--- src/core/gate_arm_pkg.sv ---
package gate_arm_pkg;
  // Register byte offsets
  localparam logic [7:0] ADDR_CTRL   = 8'h00;
  localparam logic [7:0] ADDR_DIGITS = 8'h04;
  localparam logic [7:0] ADDR_GATE   = 8'h08;
  localparam logic [7:0] ADDR_EXP1   = 8'h0c;
  localparam logic [7:0] ADDR_EXP2   = 8'h10;
  localparam logic [7:0] ADDR_EXP3   = 8'h14;
  localparam logic [7:0] ADDR_AUTO   = 8'h18;
  localparam logic [7:0] ADDR_STATUS = 8'h1c;
  localparam logic [7:0] ADDR_EVCNT  = 8'h20;
  localparam logic [7:0] ADDR_TBCNT  = 8'h24;
  localparam logic [7:0] ADDR_CH3    = 8'h28;
  localparam logic [7:0] ADDR_CMD    = 8'h2c;
  // Control field positions and reset value
  localparam int CTRL_W = 13;
  localparam int F_START_SRC = 0;
  localparam int F_START_EDGE = 1;
  localparam int F_STOP_LSB = 2;
  localparam int F_STOP_EDGE = 4;
  localparam int F_FN_LSB = 5;
  localparam int F_CHA_LSB = 8;
  localparam int F_CHB_LSB = 10;
  localparam int F_HI_RANGE = 12;
  localparam logic [CTRL_W-1:0] CTRL_RST = 13'h0918;
  // Arm sources
  localparam logic       START_IMM = 1'h0;
  localparam logic       START_EXT = 1'h1;
  localparam logic [1:0] STOP_IMM  = 2'h0;
  localparam logic [1:0] STOP_EXT  = 2'h1;
  localparam logic [1:0] STOP_TIM  = 2'h2;
  localparam logic [1:0] STOP_DIG  = 2'h3;
  // Sensor functions
  localparam logic [2:0] FN_FREQ  = 3'h0;
  localparam logic [2:0] FN_PER   = 3'h1;
  localparam logic [2:0] FN_RATIO = 3'h2;
  localparam logic [2:0] FN_PHASE = 3'h3;
  localparam logic [2:0] FN_TINT  = 3'h4;
  localparam logic [2:0] FN_TOT   = 3'h5;
  // Digits resolution
  localparam logic [3:0] DIG_MIN = 4'h3;
  localparam logic [3:0] DIG_MAX = 4'hf;
  localparam logic [3:0] DIG_RST = 4'h4;
  // Gate time, counted in 10 us steps
  localparam int GATE_STEP_NS  = 10000;
  localparam int CLK_PERIOD_NS = 20;
  localparam int GATE_W = 27;
  localparam logic [GATE_W-1:0] GATE_SHORT_MIN = 27'h0000064;
  localparam logic [GATE_W-1:0] GATE_SHORT_MAX = 27'h000270f;
  localparam logic [GATE_W-1:0] GATE_LONG_MIN  = 27'h0002710;
  localparam logic [GATE_W-1:0] GATE_LONG_MAX  = 27'h5f5e100;
  localparam logic [GATE_W-1:0] GATE_LONG_STEP = 27'h0000064;
  localparam logic [GATE_W-1:0] GATE_RST       = 27'h0002710;
  // Expected frequency: ch1/2 in 0.1 Hz, ch3 in kHz
  localparam logic [31:0] EXP12_MIN  = 32'h00000001;
  localparam logic [31:0] EXP12_MAX  = 32'h861c4680;
  localparam logic [31:0] EXP3L_MIN  = 32'h000186a0;
  localparam logic [31:0] EXP3L_MAX  = 32'h002dc6c0;
  localparam logic [31:0] EXP3H_MIN  = 32'h00030d40;
  localparam logic [31:0] EXP3H_MAX  = 32'h004c4b40;
  // Answers
  localparam logic [31:0] NAN_CODE     = 32'hffffffff;
  localparam logic [15:0] ERR_SETTINGS = 16'hff23;
  localparam logic [31:0] CH3_LEVEL    = 32'h00000000;
  localparam logic        CH3_SLOPE_POS = 1'h1;
  localparam logic [39:0] DIG_LIMIT_CAP = 40'he8d4a51000;
  // Gate sequencer states
  typedef enum logic [3:0] {
    ST_IDLE = 4'b0001,
    ST_WAIT = 4'b0010,
    ST_OPEN = 4'b0100,
    ST_DONE = 4'b1000
  } gate_state_t;
endpackage : gate_arm_pkg

--- src/core/counter_gate_arming_control.sv ---
`timescale 1ns/10ps
module counter_gate_arming_control
  import gate_arm_pkg::*;
(
  // Clock and reset
  input  wire logic        i_clk_sys,
  input  wire logic        i_rst,
  // Wishbone slave
  input  wire logic        i_wb_cyc,
  input  wire logic        i_wb_stb,
  input  wire logic        i_wb_we,
  input  wire logic [7:0]  i_wb_adr,
  input  wire logic [3:0]  i_wb_sel,
  input  wire logic [31:0] i_wb_dat,
  output logic      [31:0] o_wb_dat,
  output logic             o_wb_ack,
  // Measured inputs and external arm pin
  input  wire logic        i_ch1,
  input  wire logic        i_ch2,
  input  wire logic        i_ch3,
  input  wire logic        i_ext_arm,
  // Measurement status
  output logic             o_gate_open,
  output logic             o_meas_done,
  output logic      [2:0]  o_auto_premeas
);
  localparam int TICK_CYC = GATE_STEP_NS / CLK_PERIOD_NS;

  // The gate counts in 10 us ticks made by a divider of the system clock.
  // At 50 MHz that is 500 cycles a tick, so a 1000 s gate needs 27 bits
  // of tick count, while the tick divider itself stays at 9 bits.
  // Everything below runs on i_clk_sys alone; the pins are synchronised first.
  // Limitation: the tick length follows CLK_PERIOD_NS, so a new clock needs a new package.

  // Start/stop pair check
  // Six pairs are legal. Immediate start refuses an external stop and
  // external start refuses a digits stop; every other combination passes.
  // The check runs on the incoming word, so a refused pair never lands.
  function automatic logic pair_ok(input logic st, input logic [1:0] sp);
    pair_ok = (st == START_IMM) ? (sp != STOP_EXT) : (sp != STOP_DIG);
  endfunction : pair_ok

  // Function and channel check
  // Channel codes are 1, 2 and 3; code 0 means no channel at all.
  // Ratio needs channel one on one side and two or three on the other.
  // Phase and interval are fixed to channel one then channel two.
  // Codes above totalize are refused outright.
  function automatic logic func_ok(input logic [2:0] fn, input logic [1:0] a, input logic [1:0] b);
    case (fn)
      FN_FREQ, FN_PER: func_ok = (a != 2'h0);
      FN_RATIO: func_ok = (a == 2'h1 && (b == 2'h2 || b == 2'h3)) || (b == 2'h1 && (a == 2'h2 || a == 2'h3));
      FN_PHASE, FN_TINT: func_ok = (a == 2'h1) && (b == 2'h2);
      FN_TOT: func_ok = (a == 2'h1);
      default: func_ok = 1'b0;
    endcase
  endfunction : func_ok

  // Gate length check in 10 us steps
  // Short gates take any tick count from 100 to 9999.
  // Long gates must be whole milliseconds, that is multiples of 100 ticks.
  // Values outside both bands are refused.
  // The modulo is by a constant, so it folds into plain compare logic.
  function automatic logic gate_ok(input logic [GATE_W-1:0] g);
    gate_ok = (g >= GATE_SHORT_MIN && g <= GATE_SHORT_MAX)
           || (g >= GATE_LONG_MIN && g <= GATE_LONG_MAX && (g % GATE_LONG_STEP) == '0);
  endfunction : gate_ok

  // Expected frequency range check
  // lo selects the channel one and two scale, in 0.1 Hz units.
  // Channel three is in kHz; hi picks the higher range option.
  // A refused value leaves auto pre-measurement untouched.
  // Zero is below every band, so it can never switch auto off.
  function automatic logic exp_ok(input logic lo, input logic hi, input logic [31:0] v);
    exp_ok = lo ? (v >= EXP12_MIN && v <= EXP12_MAX)
         : hi ? (v >= EXP3H_MIN && v <= EXP3H_MAX) : (v >= EXP3L_MIN && v <= EXP3L_MAX);
  endfunction : exp_ok

  // Timebase cycles that give the requested digits of resolution
  // The result is ten to the power of the digit count, capped at 10^12,
  // so that fifteen digits still end in finite time.
  // The loop has a fixed bound, so it unrolls into plain logic.
  // Limitation: this is a time budget, not a measured resolution.
  function automatic logic [39:0] digit_limit(input logic [3:0] d);
    logic [39:0] v;
    v = 40'h1;
    for (int i = 0; i < 15; i++) begin
      if (i < int'(d) && v < DIG_LIMIT_CAP) begin
        v = v * 40'ha;
      end
    end
    digit_limit = v;
  endfunction : digit_limit


  // Configuration state
  logic [CTRL_W-1:0] ctrl_reg;
  logic [3:0]        digits_reg;
  logic [GATE_W-1:0] gate_reg;
  logic [31:0]       exp_reg [3];
  logic [2:0]        auto_reg;
  logic [15:0]       err_reg;

  // Bus answer
  logic              ack_reg;
  logic [31:0]       rdat_reg;

  // Pin synchronisers and edge history
  logic [3:0]        sync1_reg;
  logic [3:0]        sync2_reg;
  logic [3:0]        prev_reg;

  // Gate sequencer and its counters
  gate_state_t       state_reg;
  gate_state_t       state_next;
  logic [31:0]       ev_cnt_reg;
  logic [39:0]       tb_cnt_reg;
  logic [8:0]        tick_reg;
  logic [GATE_W-1:0] gate_cnt_reg;


  // Bus decode; writes land on the edge that sees ack, matching the master's sample point
  // A write whose byte enables are not all set is acknowledged and dropped.
  // Unmapped addresses are acknowledged too; reads of them return zero.
  // wr_cmd needs bit 0 set, so a zero write to the command word is harmless.
  // Decoding on ack keeps a held request from landing twice.
  wire req     = i_wb_cyc & i_wb_stb;
  wire wr      = req & i_wb_we & ack_reg & (i_wb_sel == 4'hf);
  wire rd_done = req & ~i_wb_we & ack_reg;
  wire wr_ctrl = wr & (i_wb_adr == ADDR_CTRL);
  wire wr_dig  = wr & (i_wb_adr == ADDR_DIGITS);
  wire wr_gate = wr & (i_wb_adr == ADDR_GATE);
  wire wr_auto = wr & (i_wb_adr == ADDR_AUTO);
  wire wr_stat = wr & (i_wb_adr == ADDR_STATUS);
  wire wr_cmd  = wr & (i_wb_adr == ADDR_CMD) & i_wb_dat[0];
  wire [2:0] wr_exp = {wr & (i_wb_adr == ADDR_EXP3), wr & (i_wb_adr == ADDR_EXP2), wr & (i_wb_adr == ADDR_EXP1)};
  wire [2:0] rd_exp = {i_wb_adr == ADDR_EXP3, i_wb_adr == ADDR_EXP2, i_wb_adr == ADDR_EXP1};

  // Write validation
  // Every check looks at the incoming word, not the stored one, so a refused
  // write never disturbs the setting in place.
  // Channel three's range option comes from the stored control word, so
  // setting the option and its expected frequency takes two accesses.
  wire [1:0] w_stop = i_wb_dat[F_STOP_LSB+:2];
  wire ctrl_ok = pair_ok(i_wb_dat[F_START_SRC], w_stop)
              & func_ok(i_wb_dat[F_FN_LSB+:3], i_wb_dat[F_CHA_LSB+:2], i_wb_dat[F_CHB_LSB+:2]);
  wire dig_ok  = (i_wb_dat[31:4] == '0) && i_wb_dat[3:0] >= DIG_MIN && i_wb_dat[3:0] <= DIG_MAX;
  wire g_ok    = (i_wb_dat[31:GATE_W] == '0) && gate_ok(i_wb_dat[GATE_W-1:0]);
  wire [2:0] e_ok;
  assign e_ok[0] = exp_ok(1'b1, 1'b0, i_wb_dat);
  assign e_ok[1] = e_ok[0];
  assign e_ok[2] = exp_ok(1'b0, ctrl_reg[F_HI_RANGE], i_wb_dat);
  wire nan_read = rd_done & |(rd_exp & auto_reg);
  wire bad_wr   = (wr_ctrl & ~ctrl_ok) | (wr_dig & ~dig_ok) | (wr_gate & ~g_ok)
                | |(wr_exp & ~e_ok) | (wr_auto & (i_wb_dat[2:0] != 3'h7) & (i_wb_dat[2:0] == 3'h0));


  // Control fields
  // Edge bits are kept even when their source is not external; they
  // take effect only once the matching source selects the pin.
  // Channel B is checked on write but not counted here.
  wire       start_src  = ctrl_reg[F_START_SRC];
  wire       start_fall = ctrl_reg[F_START_EDGE];
  wire [1:0] stop_src   = ctrl_reg[F_STOP_LSB+:2];
  wire       stop_fall  = ctrl_reg[F_STOP_EDGE];
  wire [1:0] cha        = ctrl_reg[F_CHA_LSB+:2];


  // Edges of the synchronised pins; channel three only ever yields rising events
  // prev_reg clears to the idle low level, so no false edge follows reset.
  // Only channel A feeds the event count and the immediate stop.
  // Falling edges are used for the arm pin alone.
  wire [3:0] rise = sync2_reg & ~prev_reg;
  wire [3:0] fall = ~sync2_reg & prev_reg;
  wire ev_a       = (cha == 2'h1) ? rise[0] : (cha == 2'h2) ? rise[1] : rise[2];
  wire start_hit  = start_fall ? fall[3] : rise[3];
  wire stop_hit   = stop_fall ? fall[3] : rise[3];
  wire tick       = (tick_reg == 9'(TICK_CYC - 1));


  // Stop condition per source
  // Only the selected source can end the gate; the others are ignored.
  // The timer compares the tick count against the stored gate length.
  // Digits compare the raw timebase count against the power of ten.
  wire stop_now = (stop_src == STOP_IMM) ? ev_a
                : (stop_src == STOP_EXT) ? stop_hit
                : (stop_src == STOP_TIM) ? (gate_cnt_reg >= gate_reg)
                : (tb_cnt_reg >= digit_limit(digits_reg));


  // Read selection
  // Expected frequency reads show the not-a-number code while auto is on.
  // The channel-three word packs a zero level with the positive slope bit.
  // Timebase count reads return the low 32 bits only.
  // The chain is ordered so the NaN case shadows the stored value.
  wire [31:0] rd_mux =
      (i_wb_adr == ADDR_CTRL)   ? {19'h0, ctrl_reg} :
      (i_wb_adr == ADDR_DIGITS) ? {28'h0, digits_reg} :
      (i_wb_adr == ADDR_GATE)   ? {5'h0, gate_reg} :
      (|(rd_exp & auto_reg))    ? NAN_CODE :
      (i_wb_adr == ADDR_EXP1)   ? exp_reg[0] :
      (i_wb_adr == ADDR_EXP2)   ? exp_reg[1] :
      (i_wb_adr == ADDR_EXP3)   ? exp_reg[2] :
      (i_wb_adr == ADDR_AUTO)   ? {29'h0, auto_reg} :
      (i_wb_adr == ADDR_STATUS) ? {err_reg, 12'h0, state_reg} :
      (i_wb_adr == ADDR_EVCNT)  ? ev_cnt_reg :
      (i_wb_adr == ADDR_TBCNT)  ? tb_cnt_reg[31:0] :
      (i_wb_adr == ADDR_CH3)    ? (CH3_LEVEL | {31'h0, CH3_SLOPE_POS}) :
      32'h0;


  // Bus handshake: ack one cycle after the request, dropped the cycle after
  // Read data is registered every cycle; the master takes it with ack.
  // Trade-off: one wait state on every access buys a registered data path.
  always_ff @(posedge i_clk_sys) begin
    if (i_rst) begin
      ack_reg  <= 1'b0;
      rdat_reg <= 32'h0;
    end else begin
      ack_reg  <= req & ~ack_reg;
      rdat_reg <= rd_mux;
    end
  end


  // Configuration registers; a rejected write leaves the old setting in place
  // Reset gives start immediate, stop timer, a 100 ms gate and 4 digits.
  // Changing them while a gate is open takes effect at once.
  always_ff @(posedge i_clk_sys) begin
    if (i_rst) begin
      ctrl_reg   <= CTRL_RST;
      digits_reg <= DIG_RST;
      gate_reg   <= GATE_RST;
    end else begin
      if (wr_ctrl && ctrl_ok) begin
        ctrl_reg <= i_wb_dat[CTRL_W-1:0];
      end
      if (wr_dig && dig_ok) begin
        digits_reg <= i_wb_dat[3:0];
      end
      if (wr_gate && g_ok) begin
        gate_reg <= i_wb_dat[GATE_W-1:0];
      end
    end
  end


  // Expected frequency and auto pre-measurement per channel
  // Each channel is independent; zero bits of an auto write change nothing.
  // A stored expected value is cleared whenever auto comes back on.
  always_ff @(posedge i_clk_sys) begin
    if (i_rst) begin
      auto_reg <= 3'h7;
      for (int c = 0; c < 3; c++) begin
        exp_reg[c] <= 32'h0;
      end
    end else begin
      for (int c = 0; c < 3; c++) begin
        if (wr_auto && i_wb_dat[c]) begin
          auto_reg[c] <= 1'b1;
          exp_reg[c]  <= 32'h0;
        end else if (wr_exp[c] && e_ok[c]) begin
          auto_reg[c] <= 1'b0;
          exp_reg[c]  <= i_wb_dat;
        end
      end
    end
  end


  // Error code: a new error wins over a clear in the same cycle
  // Only one code is kept; the latest refused access overwrites it.
  always_ff @(posedge i_clk_sys) begin
    if (i_rst) begin
      err_reg <= 16'h0;
    end else if (nan_read || bad_wr) begin
      err_reg <= ERR_SETTINGS;
    end else if (wr_stat && i_wb_dat[0]) begin
      err_reg <= 16'h0;
    end
  end


  // Two-stage synchronisers, then a plain edge history
  // The pins are asynchronous; only sync2_reg reads sync1_reg.
  // Cost: about three cycles from a pin edge to a gate action.
  always_ff @(posedge i_clk_sys) begin
    if (i_rst) begin
      sync1_reg <= 4'h0;
      sync2_reg <= 4'h0;
      prev_reg  <= 4'h0;
    end else begin
      sync1_reg <= {i_ext_arm, i_ch3, i_ch2, i_ch1};
      sync2_reg <= sync1_reg;
      prev_reg  <= sync2_reg;
    end
  end


  // Gate sequencer
  // A start command is ignored while a gate is pending or open.
  // There is no abort: a gate waiting for an external edge waits for it,
  // and only a reset returns the sequencer to idle.
  always_comb begin
    state_next = state_reg;
    case (state_reg)
      ST_IDLE, ST_DONE: begin
        if (wr_cmd) begin
          state_next = (start_src == START_EXT) ? ST_WAIT : ST_OPEN;
        end
      end
      ST_WAIT: begin
        if (start_hit) begin
          state_next = ST_OPEN;
        end
      end
      ST_OPEN: begin
        if (stop_now) begin
          state_next = ST_DONE;
        end
      end
      default: state_next = ST_IDLE;
    endcase
  end

  // Sequencer state register; reset returns it to idle
  always_ff @(posedge i_clk_sys) begin
    if (i_rst) begin
      state_reg <= ST_IDLE;
    end else begin
      state_reg <= state_next;
    end
  end


  // Event, timebase and 10 us gate counters; cleared as the gate is armed
  // They hold their final values after the gate closes so they can be read.
  // The 32-bit event count wraps silently on very long gates.
  always_ff @(posedge i_clk_sys) begin
    if (i_rst || (state_reg != ST_OPEN && state_next != ST_IDLE && state_next != ST_DONE)) begin
      ev_cnt_reg   <= 32'h0;
      tb_cnt_reg   <= 40'h0;
      tick_reg     <= 9'h0;
      gate_cnt_reg <= '0;
    end else if (state_reg == ST_OPEN) begin
      ev_cnt_reg   <= ev_cnt_reg + 32'(ev_a);
      tb_cnt_reg   <= tb_cnt_reg + 40'h1;
      tick_reg     <= tick ? 9'h0 : tick_reg + 9'h1;
      gate_cnt_reg <= gate_cnt_reg + GATE_W'(tick);
    end
  end


  // Outputs
  // Ack and read data are registered; gate status comes from the state register.
  // No output is a combinational path from a pin.
  assign o_wb_ack       = ack_reg;
  assign o_wb_dat       = rdat_reg;
  assign o_gate_open    = (state_reg == ST_OPEN);
  assign o_meas_done    = (state_reg == ST_DONE);
  assign o_auto_premeas = auto_reg;
endmodule : counter_gate_arming_control

--- config.mk ---
export PLATFORM = sky130hd
export DESIGN_NAME = counter_gate_arming_control
export DESIGN_NICKNAME = d
export VERILOG_FILES = /design/src/core/gate_arm_pkg.sv /design/src/core/counter_gate_arming_control.sv
export SDC_FILE = /design/constraint.sdc
export NUM_CORES = 1
export LEC_CHECK = 0
export ABC_AREA = 0
export BUFFER_PORTS_ARGS = -buffer_cell sky130_fd_sc_hd__clkbuf_2
export CAP_MARGIN = 40
export CELL_PAD_IN_SITES_DETAIL_PLACEMENT = 1
export CELL_PAD_IN_SITES_GLOBAL_PLACEMENT = 2
export CORE_ASPECT_RATIO = 1.4
export CORE_MARGIN = 3
export CORE_UTILIZATION = 35
export CTS_CLUSTER_SIZE = 12
export DETAILED_ROUTE_END_ITERATION = 16
export GPL_ROUTABILITY_DRIVEN = 0
export GPL_TIMING_DRIVEN = 0
export PLACE_DENSITY_LB_ADDON = 0.1
export SLEW_MARGIN = 20
export SYNTH_ARGS = -nofsm -noshare
export SYNTH_HDL_FRONTEND = slang
export SYNTH_SLANG_ARGS = --single-unit
export TNS_END_PERCENT = 10
--- constraint.sdc ---
create_clock -name i_clk_sys -period 52.9 [get_ports i_clk_sys]
set_input_delay 2.645 -clock i_clk_sys [delete_from_list [all_inputs] [get_ports i_clk_sys]]
set_output_delay 2.645 -clock i_clk_sys [all_outputs]
set_load 0.005 [all_outputs]
=== Word-level counts from Yosys, hierarchy flattened ===
Memory sizes are Yosys's and may differ from the RTL's.
Cells that the tools add are included.

* Memories kept: 1
* Input bits: 53
* Register bits after elaboration: 215
* Output and inout port bits: 38
* Memory bits (writable): 96

{| class="wikitable"
|+ Memory list
! memory !! words !! bits a word !! read ports !! clocked after Yosys merged registers in !! write ports !! line !! source
|-
| exp_reg || 3 || 32 || 3 || 0 || 3 || counter_gate_arming_control.sv:99 || <nowiki>logic [31:0] exp_reg [3];</nowiki>
|}

* Bitwise logic cells: 46
* $lt $le $gt $ge: 43
* Reduce and logical (&&, ||, !) cells: 63
* $mul: 14
* Multiplexer cells: 74
* Equality and inequality tests: 38
* Add/sub/neg operators: 4
* Div/mod/pow operators: 1

{| class="wikitable"
|+ Operators by type and width
! kind !! count
|-
| $lt A40 B40 Y1 const B || 14
|-
| $mul A40 B3 Y39 const B || 14
|-
| $mux W40 || 14
|-
| $mux W32 || 14
|-
| $add A40 B1 Y40 const B || 1
|-
| $ge A40 B40 Y1 || 1
|-
| $logic_and A1 B1 Y1 || 38
|-
| $mux W1 || 33
|-
| $add A32 B1 Y32 || 1
|-
| $eq A8 B5 Y1 const B || 4
|-
| $eq A8 B6 Y1 const B || 4
|-
| $ge A32 B1 Y1 const B || 1
|-
| $ge A32 B17 Y1 const B || 1
|-
| $ge A32 B18 Y1 const B || 1
|-
| $le A32 B22 Y1 const B || 1
|-
| $le A32 B23 Y1 const B || 1
|-
| $le A32 B32 Y1 const B || 1
|-
| $mux W16 || 2
|-
| $logic_not A28 Y1 || 1
|-
| $lt A4 B4 Y1 const A || 7
|-
| $add A27 B1 Y27 || 1
|-
| $ge A27 B14 Y1 const B || 1
|-
| $ge A27 B27 Y1 || 1
|-
| $ge A27 B7 Y1 const B || 1
|-
| 51 further kinds || 125
|}

=== Depth between registers and ports, before layout ===
Gate-level depths: netlist of the first run.

* Depth after elaboration: 54
* Gate-level depth with buffers: 194

=== Least setup slack after synthesis of the first run ===
OpenSTA, ideal clock, no wires.

* Path kind: flip-flop to flip-flop
* Start point: reg digits_reg[3]
* End point: reg state_reg[3]
* Path slack: 21576 ps
* Data arrival time: 31192 ps
* Clock period less this slack: 31324 ps
* Buffers on the path: 13
* Data required time: 52768 ps
* Stages on the path, launching flop included: 174
* Cells stage by stage: dfxtp_1 clkbuf_1 buf_1 clkbuf_1 clkbuf_1 clkbuf_1 clkbuf_1 or3_1 inv_1 ha_1 clkbuf_1 mux2i_1 clkbuf_1 inv_1 ha_1 ha_1 inv_1 fa_1 [... 138 more ...] o21bai_1 a21oi_1 o21bai_1 a21oi_1 o21bai_1 a21oi_1 o21bai_1 a21oi_1 xnor2_1 xnor2_1 xor2_1 mux2i_1 ha_1 a21oi_1 a21oi_1 a21oi_1 nand2b_1 a21oi_1

* Word-level cells in the longest chain between the ends: 50
* Elaborated cells on any way between the ends: 78
* Classes of those cells: mul (14); order compare (30); mux (20); reduce/logical (14)

{| class="wikitable"
|+ RTL lines
! item !! line !! source
|-
| start, declared || counter_gate_arming_control.sv:97 || <nowiki>logic [3:0] digits_reg;</nowiki>
|-
| start signal, assigned || counter_gate_arming_control.sv:238 || <nowiki>digits_reg <= i_wb_dat[3:0];</nowiki>
|-
| branches (longest 43 deep; another with $mul A40 B3 Y39) || -- ||
|-
| $mux W40 * || counter_gate_arming_control.sv:87 || <nowiki>if (i < int'(d) && v < DIG_LIMIT_CAP) begin</nowiki>
|-
| $ge A40 B40 Y1 * || counter_gate_arming_control.sv:187 || <nowiki>: (tb_cnt_reg >= digit_limit(digits_reg));</nowiki>
|-
| $mux W1 * || counter_gate_arming_control.sv:186 || <nowiki>: (stop_src == STOP_TIM) ? (gate_cnt_reg >= gate_reg)</nowiki>
|-
| $mux W1 * || counter_gate_arming_control.sv:185 || <nowiki>: (stop_src == STOP_EXT) ? stop_hit</nowiki>
|-
| $mux W1 * || counter_gate_arming_control.sv:184 || <nowiki>wire stop_now = (stop_src == STOP_IMM) ? ev_a</nowiki>
|-
| $mux W4 * || counter_gate_arming_control.sv:317 || <nowiki>if (stop_now) begin</nowiki>
|-
| $pmux W4 S3 * || counter_gate_arming_control.sv:305 || <nowiki>case (state_reg)</nowiki>
|-
| end signal, assigned || counter_gate_arming_control.sv:330 || <nowiki>state_reg <= state_next;</nowiki>
|-
| end, declared || counter_gate_arming_control.sv:113 || <nowiki>gate_state_t state_reg;</nowiki>
|}

Every way passes the cells marked *.
A chain may end at the register's enable or synchronous reset.

=== Worst setup path after layout of the first run ===
Same ends and word-level chain as after synthesis.

==> summary.txt, run 1 <==
Outcome
  • Status: completed

Clock tree
  • Clock slew at reported path FFs: 0.09 ns
  • Number of H-tree levels: 1
  • Hold-fix buffers at CTS: 0
  • Clock Latency Late Sink: 0.62 ns
  • CTS tree: built
  • Post-cts sizing count: 0
  • Total CTS buffers: 31
  • Num Clock Sinks: 301
  • Setup bufs post-CTS: 0
  • Bufs on Longest Clock Path: 3
  • Root Buffer: clkbuf_16

Drt
  • Detailed Route WL: 138,000 um
  • DRC Markers: 0
  • Vias/cell: 5.59
  • Vias after detailed routing: 38,600
  • Drt pass-1 iters: 7
  • Drt initial violations: 1,281
  • Routed Antenna Nets: 0
  • Detailed-route wire length per cell: 20.1 um

Global route
  • GR peak layer: met2
  • Largest net degree at the start of global routing: 33
  • Grt ovf: 0
  • First-pass GRT wire length: 222,000 um
  • Global-route usage over all layers: 22.6%
  • Met2 Usage GRT: 45.6%
  • M1 GR Usage: 24.2%
  • Vias in the first global route: 40,900
  • Antenna violations before repair: 3
  • Met3 GRT Util: 1.19%

Worst setup path
  • Worst Setup Path Type: flip-flop to flip-flop
  • Buf+Inv Stages, Crit Path: 20
  • Critical Path Sink Type: flip-flop
  • Max incr delay on CP: 0.63 ns
  • Cell family with most CP delay: compound AO/OA/AOI/OAI gates
  • Worst EP required: 53.36 ns
  • Crit path top cell by count: a21oi_1
  • Flop-to-flop setup slack: 12.45 ns
  • RR Startpoint: digits_reg[3]
  • Critical path's slowest cell: buf_1
  • CP Launch Type: flip-flop
  • Worst Path Arrival: 40.91 ns
  • Critical path startpoint: digits_reg[3]
  • Max FO, Critical Path: 10

Floorplan
  • Die W: 296 um
  • Die Span Y: 412 um
  • # IOs: 91
  • Core area: 116,000 um2
  • Row cnt: 148
  • Initial Utilization: 35.3%
  • Die ar.: 122,000 um2

Placement
  • Placed insts: 6,833
  • Post-Place Worst Slack: 12.13 ns
  • PortBufs: 80
  • DP HPWL: 118,000 um

Synth
  • Area leader, netlist: ha_1
  • Seq/Total Area, Yosys: 17.0%
  • Compound-Gate Fraction of Synth Area: 24.3%
  • Ys async rst share: 0%
  • Post-synthesis adder-cell area fraction: 22.8%
  • Share of the synthesized area in the top cell type: 22.1%
  • Area contributors post-synth: ha_1, dfxtp_1, edfxtp_1, a21oi_1, nor2_1
  • Top_reg_cell synth: dfxtp_1
  • Mux contribution to synthesized area: 4.94%
  • FF+latch count, synth: 301
  • Post-synth EDFFs: 96
  • Mapped Avg Cell Area: 7.87 um2
  • Unique cell type count in the Yosys netlist: 132
  • Yosys warning total: 0
  • Post-synthesis xor/xnor area fraction: 7.15%
  • Main combinational cell family by area after synthesis: compound AO/OA/AOI/OAI gates
  • Syn Inst Count: 5,228
  • Synth cell count leaders: ha_1, nor2_1, a21oi_1, inv_1, nand2_1
  • Top-count cell post-synth: ha_1
  • Post-Synth Simple-Gate Area: 18.3%
  • Mapped Area: 41,200 um2

Timing
  • Clock Skews: 0.0284 ns
  • Worst setup margin: 12.45 ns
  • RSZ-0062 raised after global routing: no
  • Slew of the pin with the lowest slew margin: 0.891 ns
  • Fin crit period: 40.45 ns
  • Final Hold Fails: 0
  • Final critical-path share of the clock period: 76.5%
  • Setup violators final: 0
  • Worst rel slew slack: 40.6%
  • Final Max Slew Viols: 0
  • Fin Setup TNS: 0 ns
  • FMAX: 0.0247 GHz

Cells and area
  • Area Overhead vs Synth: 8.55%
  • Share of cells above drive strength 1: 6.97%
  • Nets: 6,166
  • Non-filler instance count after layout: 6,898
  • Max reg flops: 96

Worst hold path
  • Worst hold-check path type: flip-flop to flip-flop
  • Hold_sp: o_wb_ack

Job
  • Max cap viols: 0
kinds of logic after synthesis:
group / count (synthesis)
AO/OA/AOI/OAI: 1512
XOR/XNOR: 335
adder cells (fa/ha/maj): 743
buffers and inverters: 589
flip-flops: 301
multiplexers: 192
other: 1
AND/OR/NAND/NOR: 1555
area by class of cell:
cell class	instances	area [um2]
fill	14300	71800
multi-input combinational	4346	32000
sequential	301	6990
tap	1500	1880
inverter	381	1430
clock buffer	49	885
buffer	208	852
timing repair buffer	105	638
clock inverter	6	55.1
antenna	2	5.00
stage by stage:
stage                     utilization (%)  hold WS (ns)  area [um2]
after floorplan                         -         0.414       41200
after global placement               37.3         0.440       43500
after detailed placement             37.5         0.441       43700
after CTS                            38.3         0.457       44600
after global routing                 38.4         0.481       44700
final                                38.4         0.448       44700
per-layer routing:
layer / share of wire, % / up-vias
met3: 1.8 / 190
met2: 55 / 449
met5: 0.020 / -
li1: - / 19300
met1: 40 / 18700
met4: 4.0 / 4
worst paths after layout:
kind                  end  cells past startpoint
min reg2reg      o_wb_ack                      1
max reg2reg  state_reg[3]                    174
max          state_reg[3]                    174
min              o_wb_ack                      1
cells in the final DEF (no fill, tap or decap), types with 15 or more instances in the layout:
| cell | netlist | final |
|---|---|---|
| a211oi_1 | 19 | 19 |
| a21boi_0 | 68 | 68 |
| a21o_1 | 74 | 74 |
| a21oi_1 | 432 | 432 |
| a222oi_1 | 34 | 34 |
| a22oi_1 | 26 | 26 |
| a31oi_1 | 58 | 58 |
| and2_1 | 119 | 119 |
| and3_1 | 66 | 66 |
| buf_2 | 26 | 30 |
| buf_6 | 2 | 16 |
| clkbuf_1 | 163 | 176 |
| clkbuf_16 | 0 | 31 |
| clkbuf_2 | 1 | 82 |
| dfxtp_1 | 205 | 205 |
| edfxtp_1 | 96 | 96 |
| ha_1 | 726 | 726 |
| inv_1 | 375 | 375 |
| mux2_2 | 74 | 74 |
| mux2i_1 | 116 | 116 |
| nand2_1 | 364 | 361 |
| nand2b_1 | 48 | 48 |
| nand3_1 | 98 | 98 |
| nand3b_1 | 15 | 15 |
| nand4_1 | 52 | 52 |
| nor2_1 | 510 | 510 |
| nor2b_1 | 65 | 65 |
| nor3_1 | 78 | 77 |
| nor4_1 | 26 | 24 |
| o211ai_1 | 36 | 36 |
| o21a_1 | 39 | 39 |
| o21ai_0 | 357 | 356 |
| o21ai_1 | 18 | 19 |
| o21bai_1 | 67 | 67 |
| o22ai_1 | 15 | 15 |
| o31ai_1 | 48 | 48 |
| or2_2 | 18 | 18 |
| or3_1 | 27 | 27 |
| xnor2_1 | 212 | 212 |
| xor2_1 | 122 | 122 |
Power of run 1 is left out: the tool's default activity adds up to more than one toggle a clock period on the data nets, which glitch-free logic cannot reach.
==> run 2: changes to the inputs <==
==> constraint.sdc (replaced) <==
create_clock -name i_clk_sys -period 34.9 [get_ports i_clk_sys]
set_input_delay 1.745 -clock i_clk_sys [delete_from_list [all_inputs] [get_ports i_clk_sys]]
set_output_delay 1.745 -clock i_clk_sys [all_outputs]
set_load 0.005 [all_outputs]
==> summary.txt, run 2 (synthesized netlist as in run 1, its figures left out) <==
Timing
  • Final Max Slew Viols: 0 (unchanged)
  • FMAX: 0.0308 GHz (was 0.0247 GHz)
  • Final critical-path share of the clock period: 93.0% (was 76.5%)
  • Final Hold Fails: 0 (unchanged)
  • Fin crit period: 32.45 ns (was 40.45 ns)
  • Worst rel slew slack: 38.4% (was 40.6%)
  • Slew of the pin with the lowest slew margin: 0.924 ns (was 0.891 ns)
  • Clock Skews: 0.0308 ns (was 0.0284 ns)
  • Setup violators final: 0 (unchanged)

Clock tree
  • Clock Latency Late Sink: 0.62 ns (about the same)
  • Number of H-tree levels: 1 (unchanged)
  • Bufs on Longest Clock Path: 3 (unchanged)
  • Clock slew at reported path FFs: 0.09 ns (about the same)
  • Num Clock Sinks: 301 (unchanged)
  • Hold-fix buffers at CTS: 0 (unchanged)
  • Total CTS buffers: 31 (unchanged)
  • CTS tree: built (unchanged)
  • Root Buffer: clkbuf_16 (unchanged)

Worst setup path
  • Flop-to-flop setup slack: 2.45 ns (was 12.45 ns)
  • Worst Setup Path Type: flip-flop to flip-flop (unchanged)
  • Critical Path Sink Type: flip-flop (unchanged)
  • Cell family with most CP delay: compound AO/OA/AOI/OAI gates (unchanged)
  • Critical path's slowest cell: fa_1 (was buf_1)
  • Buf+Inv Stages, Crit Path: 23 (was 20)
  • Max incr delay on CP: 0.47 ns (was 0.63 ns)
  • CP Launch Type: flip-flop (unchanged)
  • Worst Path Arrival: 32.91 ns (was 40.91 ns)
  • Worst EP required: 35.36 ns (was 53.36 ns)
  • Max FO, Critical Path: 10 (unchanged)
  • Crit path top cell by count: ha_1 (was a21oi_1)

Drt
  • Detailed Route WL: 140,000 um (was 138,000 um)
  • Drt initial violations: 1,248 (was 1,281)
  • Detailed-route wire length per cell: 20.1 um (about the same)
  • Vias/cell: 5.60 (was 5.59)
  • Routed Antenna Nets: 0 (unchanged)
  • Vias after detailed routing: 39,000 (was 38,600)
  • DRC Markers: 0 (unchanged)
  • Drt pass-1 iters: 7 (unchanged)

Global route
  • First-pass GRT wire length: 222,000 um (about the same)
  • Vias in the first global route: 41,100 (was 40,900)
  • Global-route usage over all layers: 22.6% (about the same)
  • Antenna violations before repair: 3 (unchanged)
  • Grt ovf: 0 (unchanged)
  • Largest net degree at the start of global routing: 33 (unchanged)

Floorplan
  • # IOs: 91 (unchanged)
  • Die W: 296 um (unchanged)
  • Row cnt: 148 (unchanged)
  • Core area: 116,000 um2 (unchanged)
  • Die Span Y: 412 um (unchanged)
  • Initial Utilization: 35.3% (unchanged)
  • Die ar.: 122,000 um2 (unchanged)

Placement
  • Post-DP Area: 43,700 um2 (unchanged)
  • PortBufs: 80 (unchanged)
  • DP HPWL: 118,000 um (unchanged)

Cells and area
  • Commonest cells after routing, fill and taps aside: ha_1, nor2_1, inv_1 (was ha_1, nor2_1, a21oi_1)
  • Nets: 6,233 (was 6,166)
  • Finished Core Util: 39.7% (was 38.4%)
  • Commonest non-fill, non-tap cell in the layout: ha_1 (unchanged)
  • Fill cell count: 14,200 (was 14,300)
  • Finished Cell Area: 46,200 um2 (was 44,700 um2)
  • Share of cells above drive strength 1: 12.2% (was 6.97%)
  • Max reg flops: 96 (unchanged)
  • Area Overhead vs Synth: 12.3% (was 8.55%)

Job
  • Max cap viols: 0 (unchanged)

Outcome
  • Status: completed (unchanged)

Worst hold path
  • Worst hold-check path type: flip-flop to flip-flop (unchanged)
==> run 2: timing repair <==
item / in CTS / in global routing
gates resized for setup: 119 / 263
pin swaps: 11 / 68
cloned: 0 / 1
setup buffers: 15 / 58
setup endpoints to repair: 2 / 2
==> run 2: cell type report <==
cell class	instances	area [um2]	share of cell area (%)
clock buffers	49	885	1.91
well taps	1500	1880	4.06
plain buffers	202	938	2.03
diodes	2	5.00	0.0108
multi-input cells	4346	32900	71.1
repair buffers	178	1180	2.56
clock inverters	6	55.1	0.119
inverters	381	1430	3.09
flip-flops and latches	301	6990	15.1
==> run 2: layer usage <==
layer	vias to the layer above	routed length, um	track usage, %
met5	-	27	0
met4	4	5740	8.15
met2	454	76500	45.7
met1	18900	55400	24.2
met3	198	2450	1.20
li1	19400	-	-
==> run 2: worst register-to-register path, delay by kind of cell (launching register included) <==
family | cells | cell delay [ns]
AO/OA/AOI/OAI | 94 | 14.78
adder cells (fa/ha/maj) | 24 | 7.13
AND/OR/NAND/NOR | 30 | 4.04
buffers and inverters | 23 | 3.09
multiplexers | 7 | 1.66
XOR/XNOR | 8 | 1.20
flip-flops | 1 | 0.37
==> run 2: worst paths after layout <==
kind	startpoint	end	cells past startpoint
worst min register to register	o_wb_ack	o_wb_ack	1
worst min-delay path	o_wb_ack	o_wb_ack	1
worst max register to register	digits_reg[3]	state_reg[3]	186
worst max-delay path	digits_reg[3]	state_reg[3]	186
==> run 2: per-stage QoR <==
stage | TNS [ns] | instances | hold WS, ns | setup slack, ns
after floorplan | 0 | 5236 | 0.414 | 3.58
after global placement | -12.80 | 6816 | 0.440 | -6.44
after detailed placement | -11.66 | 6833 | 0.441 | -5.87
after CTS | 0 | 6900 | 0.457 | 0.0156
after global routing | -0.301 | 6964 | 0.481 | -0.162
final | 0 | 6965 | 0.448 | 2.45
Power of run 2 is left out for the same reason.
